<file path="src/verilog/cpb_pkg.sv">
// Constants and carrier types for the core pointer and port register bank.
// Assumes an 8-bit special function register space reached by the core.
package cpb_pkg;

  localparam int unsigned DATA_W = 8;
  localparam int unsigned ADDR_W = 8;
  localparam int unsigned PTR_W  = 16;
  localparam int unsigned NUM_PTR = 2;

  // Byte addresses in the special function register space.
  localparam logic [7:0] ADDR_PORT0    = 8'h80;
  localparam logic [7:0] ADDR_STACK    = 8'h81;
  localparam logic [7:0] ADDR_PTR_LO   = 8'h82;
  localparam logic [7:0] ADDR_PTR_HI   = 8'h83;
  localparam logic [7:0] ADDR_WAKE     = 8'h86;
  localparam logic [7:0] ADDR_PORT2    = 8'hA0;
  localparam logic [7:0] ADDR_AUX1     = 8'hA2;
  localparam logic [7:0] ADDR_P0_DRIVE = 8'hFE;

  // Bit addresses: upper five bits pick the register, lower three the bit.
  localparam logic [4:0] BIT_PAGE_PORT0 = 5'h10;
  localparam logic [4:0] BIT_PAGE_PORT2 = 5'h14;
  localparam int unsigned BIT_IDX_W     = 3;

  // Field positions.
  localparam int unsigned AUX_SEL_POS  = 0;
  localparam int unsigned P2_BIT0_POS  = 0;

  // Reset values.
  localparam logic [7:0]  RST_PORT0    = 8'hFF;
  localparam logic [7:0]  RST_STACK    = 8'h07;
  localparam logic [15:0] RST_PTR      = 16'h0000;
  localparam logic [7:0]  RST_WAKE     = 8'h00;
  localparam logic [7:0]  RST_P0_DRIVE = 8'h00;
  localparam logic        RST_SEL      = 1'b0;

  localparam logic [7:0]  STACK_STEP   = 8'h01;
  localparam logic [15:0] PTR_STEP     = 16'h0001;
  localparam logic [7:0]  BYTE_ZERO    = 8'h00;

  typedef struct packed {
    logic [7:0] addr;
    logic [7:0] wdata;
    logic       wr;
    logic       rd;
    logic       bit_op;
  } cpb_bus_req_s;

  typedef struct packed {
    logic [7:0] addr;
    logic [7:0] data;
    logic       we;
    logic       re;
  } cpb_stack_ram_s;

endpackage : cpb_pkg

</file>
<file path="src/verilog/cpb_sfr_bank.sv">
// Stack pointer, dual data pointer, port 0 latch and wake-up reload bank.
// Assumes a single core master on the register port, synchronous to
// core_clk, and an external scratch-pad RAM driven by the stack port.
//
// Implementation choice: the address-and-strobe port.
`timescale 1ns/100ps

module cpb_sfr_bank
  import cpb_pkg::*;
(
  input  wire logic           core_clk,
  input  wire logic           rst_n,
  input  wire cpb_bus_req_s   bus_req,
  output      logic [7:0]     rdata_reg,
  input  wire logic           stk_push,
  input  wire logic [7:0]     stk_push_data,
  input  wire logic           stk_pop,
  output      cpb_stack_ram_s stk_ram_reg,
  input  wire logic           data_pointer_primary_inc,
  output      logic [15:0]    data_pointer_primary_reg,
  output      logic [7:0]     port0_reg,
  output      logic [7:0]     p0_oe_reg,
  output      logic [7:0]     wake_reload_reg,
  input  wire logic           rpd_fuse_unprog,
  input  wire logic           p2_0_pin_in
);

  logic [7:0]  sp_reg;
  logic [15:0] ptr_reg  [NUM_PTR];
  logic [15:0] ptr_next [NUM_PTR];
  logic        sel_reg;
  logic        sel_next;
  logic [7:0]  rdata_next;
  logic        p2_bit0_val;

  logic byte_wr;
  logic byte_rd;
  logic bit_wr;
  logic bit_rd;
  logic [4:0] bit_page;
  logic [BIT_IDX_W-1:0] bit_idx;

  assign byte_wr  = bus_req.wr & ~bus_req.bit_op;
  assign byte_rd  = bus_req.rd & ~bus_req.bit_op;
  assign bit_wr   = bus_req.wr & bus_req.bit_op;
  assign bit_rd   = bus_req.rd & bus_req.bit_op;
  assign bit_page = bus_req.addr[7:3];
  assign bit_idx  = bus_req.addr[BIT_IDX_W-1:0];

  // Stack pointer and scratch-pad RAM port. A push beats a pop in the
  // same cycle, and both beat a software write, so the core's own stack
  // traffic is never lost to a stray register store.
  always_ff @(posedge core_clk or negedge rst_n) begin
    if (!rst_n) begin
      sp_reg      <= RST_STACK;
      stk_ram_reg <= '0;
    end else if (stk_push) begin
      sp_reg           <= 8'(sp_reg + STACK_STEP);
      stk_ram_reg.addr <= 8'(sp_reg + STACK_STEP);
      stk_ram_reg.data <= stk_push_data;
      stk_ram_reg.we   <= 1'b1;
      stk_ram_reg.re   <= 1'b0;
    end else if (stk_pop) begin
      sp_reg           <= 8'(sp_reg - STACK_STEP);
      stk_ram_reg.addr <= sp_reg;
      stk_ram_reg.data <= BYTE_ZERO;
      stk_ram_reg.we   <= 1'b0;
      stk_ram_reg.re   <= 1'b1;
    end else begin
      stk_ram_reg.we <= 1'b0;
      stk_ram_reg.re <= 1'b0;
      if (byte_wr && bus_req.addr == ADDR_STACK) begin
        sp_reg <= bus_req.wdata;
      end
    end
  end

  // Pointer select lives in bit 0 of the auxiliary control register.
  always_comb begin
    sel_next = sel_reg;
    if (byte_wr && bus_req.addr == ADDR_AUX1) begin
      sel_next = bus_req.wdata[AUX_SEL_POS];
    end
  end

  always_ff @(posedge core_clk or negedge rst_n) begin
    if (!rst_n) begin
      sel_reg <= RST_SEL;
    end else begin
      sel_reg <= sel_next;
    end
  end

  // One block per data pointer. A register write in the same cycle as
  // an increment wins, so software always sees the byte it stored.
  genvar g;
  generate
    for (g = 0; g < NUM_PTR; g++) begin : gen_ptr
      always_comb begin
        ptr_next[g] = ptr_reg[g];
        if (sel_reg == 1'(g)) begin
          if (byte_wr && bus_req.addr == ADDR_PTR_LO) begin
            ptr_next[g][7:0] = bus_req.wdata;
          end else if (byte_wr && bus_req.addr == ADDR_PTR_HI) begin
            ptr_next[g][15:8] = bus_req.wdata;
          end else if (data_pointer_primary_inc) begin
            ptr_next[g] = 16'(ptr_reg[g] + PTR_STEP);
          end
        end
      end

      always_ff @(posedge core_clk or negedge rst_n) begin
        if (!rst_n) begin
          ptr_reg[g] <= RST_PTR;
        end else begin
          ptr_reg[g] <= ptr_next[g];
        end
      end
    end
  endgenerate

  // The exported pointer follows the next values so it never lags the
  // select bit or a byte write by a cycle.
  always_ff @(posedge core_clk or negedge rst_n) begin
    if (!rst_n) begin
      data_pointer_primary_reg <= RST_PTR;
    end else begin
      data_pointer_primary_reg <= sel_next ? ptr_next[1] : ptr_next[0];
    end
  end

  always_ff @(posedge core_clk or negedge rst_n) begin
    if (!rst_n) begin
      wake_reload_reg <= RST_WAKE;
    end else if (byte_wr && bus_req.addr == ADDR_WAKE) begin
      // An FFH reload at prescale 1/1 is stored as written; the timer
      // cannot honour it, and the check is left to software.
      wake_reload_reg <= bus_req.wdata;
    end
  end

  always_ff @(posedge core_clk or negedge rst_n) begin
    if (!rst_n) begin
      port0_reg <= RST_PORT0;
    end else if (byte_wr && bus_req.addr == ADDR_PORT0) begin
      port0_reg <= bus_req.wdata;
    end else if (bit_wr && bit_page == BIT_PAGE_PORT0) begin
      port0_reg[bit_idx] <= bus_req.wdata[0];
    end
  end

  // Pin drive enables start cleared so no pin drives the latch value
  // until software turns the output on.
  always_ff @(posedge core_clk or negedge rst_n) begin
    if (!rst_n) begin
      p0_oe_reg <= RST_P0_DRIVE;
    end else if (byte_wr && bus_req.addr == ADDR_P0_DRIVE) begin
      p0_oe_reg <= bus_req.wdata;
    end
  end

  assign p2_bit0_val = rpd_fuse_unprog ? 1'b0 : p2_0_pin_in;

  // Read mux. Unmapped addresses and reserved bits read as zero.
  always_comb begin
    rdata_next = BYTE_ZERO;
    if (byte_rd) begin
      unique case (bus_req.addr)
        ADDR_PORT0:    rdata_next = port0_reg;
        ADDR_STACK:    rdata_next = sp_reg;
        ADDR_PTR_LO:   rdata_next = sel_reg ? ptr_reg[1][7:0]
                                            : ptr_reg[0][7:0];
        ADDR_PTR_HI:   rdata_next = sel_reg ? ptr_reg[1][15:8]
                                            : ptr_reg[0][15:8];
        ADDR_WAKE:     rdata_next = wake_reload_reg;
        ADDR_PORT2:    rdata_next[P2_BIT0_POS] = p2_bit0_val;
        ADDR_AUX1:     rdata_next[AUX_SEL_POS] = sel_reg;
        ADDR_P0_DRIVE: rdata_next = p0_oe_reg;
        default:       rdata_next = BYTE_ZERO;
      endcase
    end else if (bit_rd) begin
      if (bit_page == BIT_PAGE_PORT0) begin
        rdata_next[0] = port0_reg[bit_idx];
      end else if (bit_page == BIT_PAGE_PORT2 && bit_idx == '0) begin
        rdata_next[0] = p2_bit0_val;
      end
    end
  end

  always_ff @(posedge core_clk or negedge rst_n) begin
    if (!rst_n) begin
      rdata_reg <= BYTE_ZERO;
    end else begin
      rdata_reg <= rdata_next;
    end
  end

  AST_SP_RESET: assert property (
    @(posedge core_clk) disable iff (!rst_n)
    $rose(rst_n) |-> sp_reg == RST_STACK)
    else $error("Stack pointer not 07H after reset.");

  AST_PUSH_ADDR: assert property (
    @(posedge core_clk) disable iff (!rst_n)
    stk_push |=> stk_ram_reg.we && sp_reg == stk_ram_reg.addr &&
      stk_ram_reg.addr == 8'($past(sp_reg) + STACK_STEP) &&
      stk_ram_reg.data == $past(stk_push_data))
    else $error("Push did not store at the incremented address.");

  AST_PTR_PAIR: assert property (
    @(posedge core_clk) disable iff (!rst_n)
    (byte_wr && bus_req.addr == ADDR_PTR_HI) |=>
      data_pointer_primary_reg[15:8] == $past(bus_req.wdata) &&
      data_pointer_primary_reg[7:0] == $past(data_pointer_primary_reg[7:0]))
    else $error("High byte write did not form the 16-bit pointer.");

  AST_PTR_SELECT: assert property (
    @(posedge core_clk) disable iff (!rst_n)
    (byte_wr && bus_req.addr == ADDR_PTR_LO) |=>
      ptr_reg[!$past(sel_reg)] == $past(ptr_reg[!sel_reg]) &&
      data_pointer_primary_reg == ptr_reg[$past(sel_reg)])
    else $error("Pointer write reached the unselected pointer.");

  AST_PTR_RESET: assert property (
    @(posedge core_clk) disable iff (!rst_n)
    $rose(rst_n) |-> ptr_reg[0] == RST_PTR && ptr_reg[1] == RST_PTR)
    else $error("Data pointers not cleared after reset.");

  AST_WAKE_RW: assert property (
    @(posedge core_clk) disable iff (!rst_n)
    (byte_wr && bus_req.addr == ADDR_WAKE) ##1
      (byte_rd && bus_req.addr == ADDR_WAKE) |=>
      rdata_reg == $past(bus_req.wdata, 2))
    else $error("Wake-up reload byte did not read back.");

  AST_P0_RESET: assert property (
    @(posedge core_clk) disable iff (!rst_n)
    $rose(rst_n) |-> port0_reg == RST_PORT0)
    else $error("Port 0 latch not all ones after reset.");

  AST_P0_BIT: assert property (
    @(posedge core_clk) disable iff (!rst_n)
    (bit_wr && bit_page == BIT_PAGE_PORT0) |=>
      port0_reg[$past(bit_idx)] == $past(bus_req.wdata[0]) &&
      ((port0_reg ^ $past(port0_reg)) &
        ~(8'h01 << $past(bit_idx))) == BYTE_ZERO)
    else $error("Port 0 bit write hit the wrong bit.");

  AST_OE_RESET: assert property (
    @(posedge core_clk) disable iff (!rst_n)
    $rose(rst_n) |-> p0_oe_reg == RST_P0_DRIVE)
    else $error("Port 0 drivers enabled after reset.");

  AST_P2_READ: assert property (
    @(posedge core_clk) disable iff (!rst_n)
    (bus_req.rd && rpd_fuse_unprog &&
      (bus_req.bit_op ? bus_req.addr == {BIT_PAGE_PORT2, 3'h0}
                      : bus_req.addr == ADDR_PORT2)) |=>
      rdata_reg == BYTE_ZERO)
    else $error("Port 2 bit 0 read nonzero with fuse unprogrammed.");

  AST_RSVD: assert property (
    @(posedge core_clk) disable iff (!rst_n)
    (byte_rd && bus_req.addr == ADDR_AUX1) |=>
      rdata_reg[7:1] == 7'h00 && rdata_reg[0] == $past(sel_reg))
    else $error("Reserved auxiliary bits read nonzero.");

endmodule : cpb_sfr_bank
</file>
<file path="config.mk">
export PLATFORM = sky130hd
export DESIGN_NAME = cpb_sfr_bank
export DESIGN_NICKNAME = d
export VERILOG_FILES = /design/src/verilog/cpb_pkg.sv /design/src/verilog/cpb_sfr_bank.sv
export SDC_FILE = /design/constraint.sdc
export NUM_CORES = 1
export LEC_CHECK = 0
export BUFFER_PORTS_ARGS = -buffer_cell sky130_fd_sc_hd__buf_2
export CAP_MARGIN = 20
export CELL_PAD_IN_SITES_DETAIL_PLACEMENT = 1
export CELL_PAD_IN_SITES_GLOBAL_PLACEMENT = 2
export CORE_AREA = 3 3 136 138
export CTS_BUF_LIST = sky130_fd_sc_hd__clkbuf_4 sky130_fd_sc_hd__clkbuf_8 sky130_fd_sc_hd__clkbuf_16
export CTS_CLUSTER_DIAMETER = 30
export DETAILED_ROUTE_END_ITERATION = 16
export DIE_AREA = 0 0 139 141
export PLACE_DENSITY_LB_ADDON = 0.1
export SYNTH_ARGS = -nofsm -noshare
export SYNTH_HDL_FRONTEND = slang
export SYNTH_SLANG_ARGS = --single-unit
</file>
<file path="constraint.sdc">
create_clock -name core_clk -period 2.1 [get_ports core_clk]
set_input_delay 0.105 -clock core_clk [delete_from_list [all_inputs] [get_ports core_clk]]
set_output_delay 0.105 -clock core_clk [all_outputs]
set_load 0.005 [all_outputs]
</file>
==> PnR_summary.wiki <==
{| class="wikitable"
! Metric !! Value
|-
| Crit-path max cell delay || between 400 and 500 ps
|-
| Overall track demand over capacity in global routing || 0.243
|-
| Post-Route Skew || 11.0 ps
|-
| Sw Pwr || ~1.8 mW
|-
| Die outline height || 141 um
|-
| EDFF count, synth || 0
|-
| Half-perimeter wire length after detailed placement || between 15,000 and 20,000 um
|-
| Worst-Margin Slew || ~640 ps
|-
| Fraction of synthesized area in multiplexers || 0.0803
|-
| Area of the placeable core || between 15,000 and 20,000 um2
|-
| Antenna violation net count after detailed routing || 0
|-
| Largest net degree at the start of global routing || 40
|-
| RSZ-0062 raised after global routing || false
|-
| Average routed wire per standard cell || between 20 and 25 um
|-
| Wire length of the first global-routing pass || approximately 37,000 um
|-
| Final-stage net count || about 850
|-
| Max frequency || 0.495 GHz
|-
| Crit path time final || 2020 ps
|-
| Final Hold Fails || 0
|-
| Number of distinct library cell variants in the gate-level netlist after synthesis || 75
|-
| Max cap viols || 0
|-
| Data arrival time at the worst-slack endpoint || roughly 2300 ps
|-
| Maximum net fanout on the critical path || 6
|-
| Via count normalized by instance count || 5.73
|-
| Final-report max-slew violation count || 0
|-
| Area occupied by multi-input gates || slightly above 3000 um2
|-
| Run status || completed
|-
| Pwr/cell area || between 700 and 800 nW/um2
|-
| Slowest cell on the critical path || sky130_fd_sc_hd__dfrtp_1
|-
| Standby leakage power || approximately 3.6 nW
|-
| Number of vias after detailed routing || a little under 6,000
|-
| Remaining DRCs || 0
|-
| Number of design-rule violations left by the first detailed-router iteration || 390
|-
| First drt pass iteration count || 4
|-
| Cell area after placement || approximately 7400 um2
|-
| Flip-flop count of the largest register after layout || 32
|-
| Clock tree from TritonCTS || built
|-
| Mapped cell area || roughly 6000 um2
|-
| Combinational fraction of design power || 0.216
|-
| Number of global-route vias before repair || 6,293
|-
| Maximum root-to-sink buffer count || 2
|-
| Number of clock buffers inserted by TritonCTS || 9
|-
| Storage cell area || 2690 um2
|-
| Clk pwr share || 0.326
|-
| Switching share of power || 0.316
|-
| Port Buffer Count || slightly below 100
|-
| Arithmetic-cell share of the synthesized area counting full adders, half adders and majority gates || 0.00826
|-
| Number of antenna diodes || 0
|-
| Min-delay worst type || input pin to register
|-
| Total non-filler cell area in the finished layout || between 7000 and 8000 um2
|-
| Synthesis Warnings || 0
|-
| Worst setup path category || register to register
|-
| Post-synth net total || between 600 and 700
|-
| WL final || approximately 24,000 um
|-
| Required time worst endpoint || about 2300 ps
|-
| Hold WS || about 20 ps
|-
| Total of fill cells in the finished design || between 1,500 and 2,000
|-
| Clock transition at the registers of the reported paths || 80 ps
|-
| Clock H-tree levels || 3
|-
| Critical path capture point type || register
|-
| Die Footprint || approximately 20,000 um2
|-
| Gate family responsible for the most delay along the worst path || compound AO/OA/AOI/OAI gates
|-
| Ordered cell list for the critical path || ha_1 > nand3_1 > a31oi_1 > buf_4 > nand2_1 > o22ai_1 > a21oi_1 > mux2_2
|-
| Global placer's final weighted congestion || slightly above 0.9
|-
| Async set-or-reset flop fraction in the synthesized netlist || 1.00
|-
| Worst slew margin relative to its limit || 0.576
|-
| Total number of clock tree sinks || about 110
|-
| Peak supply drop || around 0.00041 V
|-
| Sequential fraction of design power || 0.458
|-
| Internal power of the cells || approximately 3.8 mW
|-
| WHS Path Cells || 3
|-
| Synth Area in Compound Gates || 0.238
|-
| Simple-gate share of the synthesized area || 0.180
|-
| Std cell rows || 48
|-
| Launching element type of the critical path || register
|-
| Chip width || 139 um
|-
| Register area share after synthesis || 0.444
|-
| Grt total ovfl || 0
|-
| Top flip-flop cell by instance count after synthesis || sky130_fd_sc_hd__dfrtp_1
|-
| Synthesized flop and latch total || between 100 and 150
|-
| # IOs || 100
|-
| Synth-to-layout area growth || 30.2%
|-
| Most used cells in the layout excluding fill and tap cells || 98 x sky130_fd_sc_hd__buf_2, 96 x sky130_fd_sc_hd__dfrtp_1, 93 x sky130_fd_sc_hd__buf_4
|-
| Xor and xnor fraction of the mapped netlist area || 0.00289
|-
| Critical path depth in cells || 8
|-
| Final cycle utilization of the critical path || 0.961
|-
| Clock Tree Root || sky130_fd_sc_hd__clkbuf_16
|-
| Most frequent standard cell in the layout excluding fill and tap cells || sky130_fd_sc_hd__buf_2
|-
| Largest family of logic cells by synthesized area || compound AO/OA/AOI/OAI gates
|-
| Setup Viol. Count Final || 0
|-
| Syn avg cell area || 9.50 um2
|-
| Number of antenna violations at the first check in global routing || 0
|-
| Synth Instances || between 600 and 700
|-
| Worst r2r path cells || 8
|-
| Count of buffer and inverter cells on the critical path || 1
|-
| Share of final-layout standard cells stronger than drive strength 1 || 0.344
|-
| Clk Latency, worst-skew pair || 370 ps
|-
| Starting utilization of the core area || 0.350
|}
power by group through the flow:
stage	clock [mW]	sequential [mW]	combinational [mW]
final	1.82	2.56	1.21
after global routing	1.95	2.59	1.34
after global placement	0	2.59	1.16
after floorplan	0	2.52	0.603
after CTS	1.88	2.55	1.22
after detailed placement	0	2.59	1.20
synth_stat cells (5+ instances only):
library cell | n | area share
sky130_fd_sc_hd__o21ai_0 | 41 | 0.034
sky130_fd_sc_hd__a22o_1 | 12 | 0.017
sky130_fd_sc_hd__nor4_1 | 6 | 0.0062
sky130_fd_sc_hd__inv_1 | 19 | 0.012
sky130_fd_sc_hd__or3_1 | 6 | 0.0062
sky130_fd_sc_hd__nand4_1 | 12 | 0.012
sky130_fd_sc_hd__and3_1 | 8 | 0.0083
sky130_fd_sc_hd__a22oi_1 | 26 | 0.032
sky130_fd_sc_hd__o22a_1 | 15 | 0.022
sky130_fd_sc_hd__buf_1 | 5 | 0.0031
sky130_fd_sc_hd__a31oi_1 | 15 | 0.015
sky130_fd_sc_hd__a221oi_1 | 6 | 0.0087
sky130_fd_sc_hd__dfstp_2 | 11 | 0.048
sky130_fd_sc_hd__nor3_2 | 5 | 0.0083
sky130_fd_sc_hd__mux2_2 | 30 | 0.056
sky130_fd_sc_hd__clkbuf_1 | 25 | 0.015
sky130_fd_sc_hd__nand3_1 | 26 | 0.021
sky130_fd_sc_hd__a21oi_1 | 42 | 0.035
sky130_fd_sc_hd__nor2_1 | 58 | 0.036
sky130_fd_sc_hd__o22ai_1 | 8 | 0.0083
sky130_fd_sc_hd__mux2i_1 | 9 | 0.015
sky130_fd_sc_hd__nor3_1 | 9 | 0.0074
sky130_fd_sc_hd__dfrtp_1 | 96 | 0.40
sky130_fd_sc_hd__buf_2 | 13 | 0.011
sky130_fd_sc_hd__nand2_1 | 46 | 0.029
timing repair:
action                     4_1_cts  5_1_grt
hold buffers                    10        0
buffers inserted                 0        2
setup endpoints to repair        0        8
resized for setup                0        5
hold endpoints to repair        36        0
worst reg2reg max path: stages, from the launching register on:
cell and delay [ps]:
sky130_fd_sc_hd__dfrtp_1 420, sky130_fd_sc_hd__ha_1 220, sky130_fd_sc_hd__nand3_1 210, sky130_fd_sc_hd__a31oi_1 230, sky130_fd_sc_hd__buf_4 200, sky130_fd_sc_hd__nand2_1 110, sky130_fd_sc_hd__o22ai_1 140, sky130_fd_sc_hd__a21oi_1 100
sky130_fd_sc_hd__mux2_2 270
worst paths after layout:
check / start / endpoint / slack (ps)
setup / recovery: ptr_reg[1] / data_pointer_primary_reg[6] / 80
hold / removal: bus_req[1] / rdata_reg[0] / 20
setup reg to reg: ptr_reg[1] / data_pointer_primary_reg[6] / 80
min in group asynchronous: rst_n / wake_reload_reg[0] / 300
hold reg to reg: stk_ram_reg[7] / stk_ram_reg[7] / 500
max in group asynchronous: rst_n / sp_reg[0] / 1010
cell type report:
cell class	count	area share
clock buffers	9	0.0286
clock inverters	7	0.0113
inverters	19	0.00904
multi-input cells	465	0.393
flip-flops and latches	107	0.341
well taps	225	0.0357
repair buffers	208	0.181
metrics by stage:
stage	instances	utilization	power (mW)	TNS, ps	setup WS (ps)
finish	1040	0.456	5.59	0	81.1
CTS	1038	0.454	5.65	0	42.1
detailed placement	1012	0.430	3.78	-1300	-171
global placement	1012	0.430	3.74	-825	-128
global route	1040	0.456	5.88	0	2.02
floorplan	638	-	3.12	0	143
cell families (layout without fill, tap and decap cells):
group,after synthesis,in the layout
mux,42,42
flops,107,107
fa+ha+maj,4,4
compound gates,210,210
xor+xnor,2,2
buf+inv,66,243
simple gates,207,207
routing by layer:
layer  up-vias  wire, um  track usage
li1       2749         -            -
met1      2994     11000        0.334
met3        44       921       0.0309
met4         0       871       0.0999
met5         -         0            0
met2       172     10800        0.388
No activity file was read; power rests on OpenSTA's default activity.
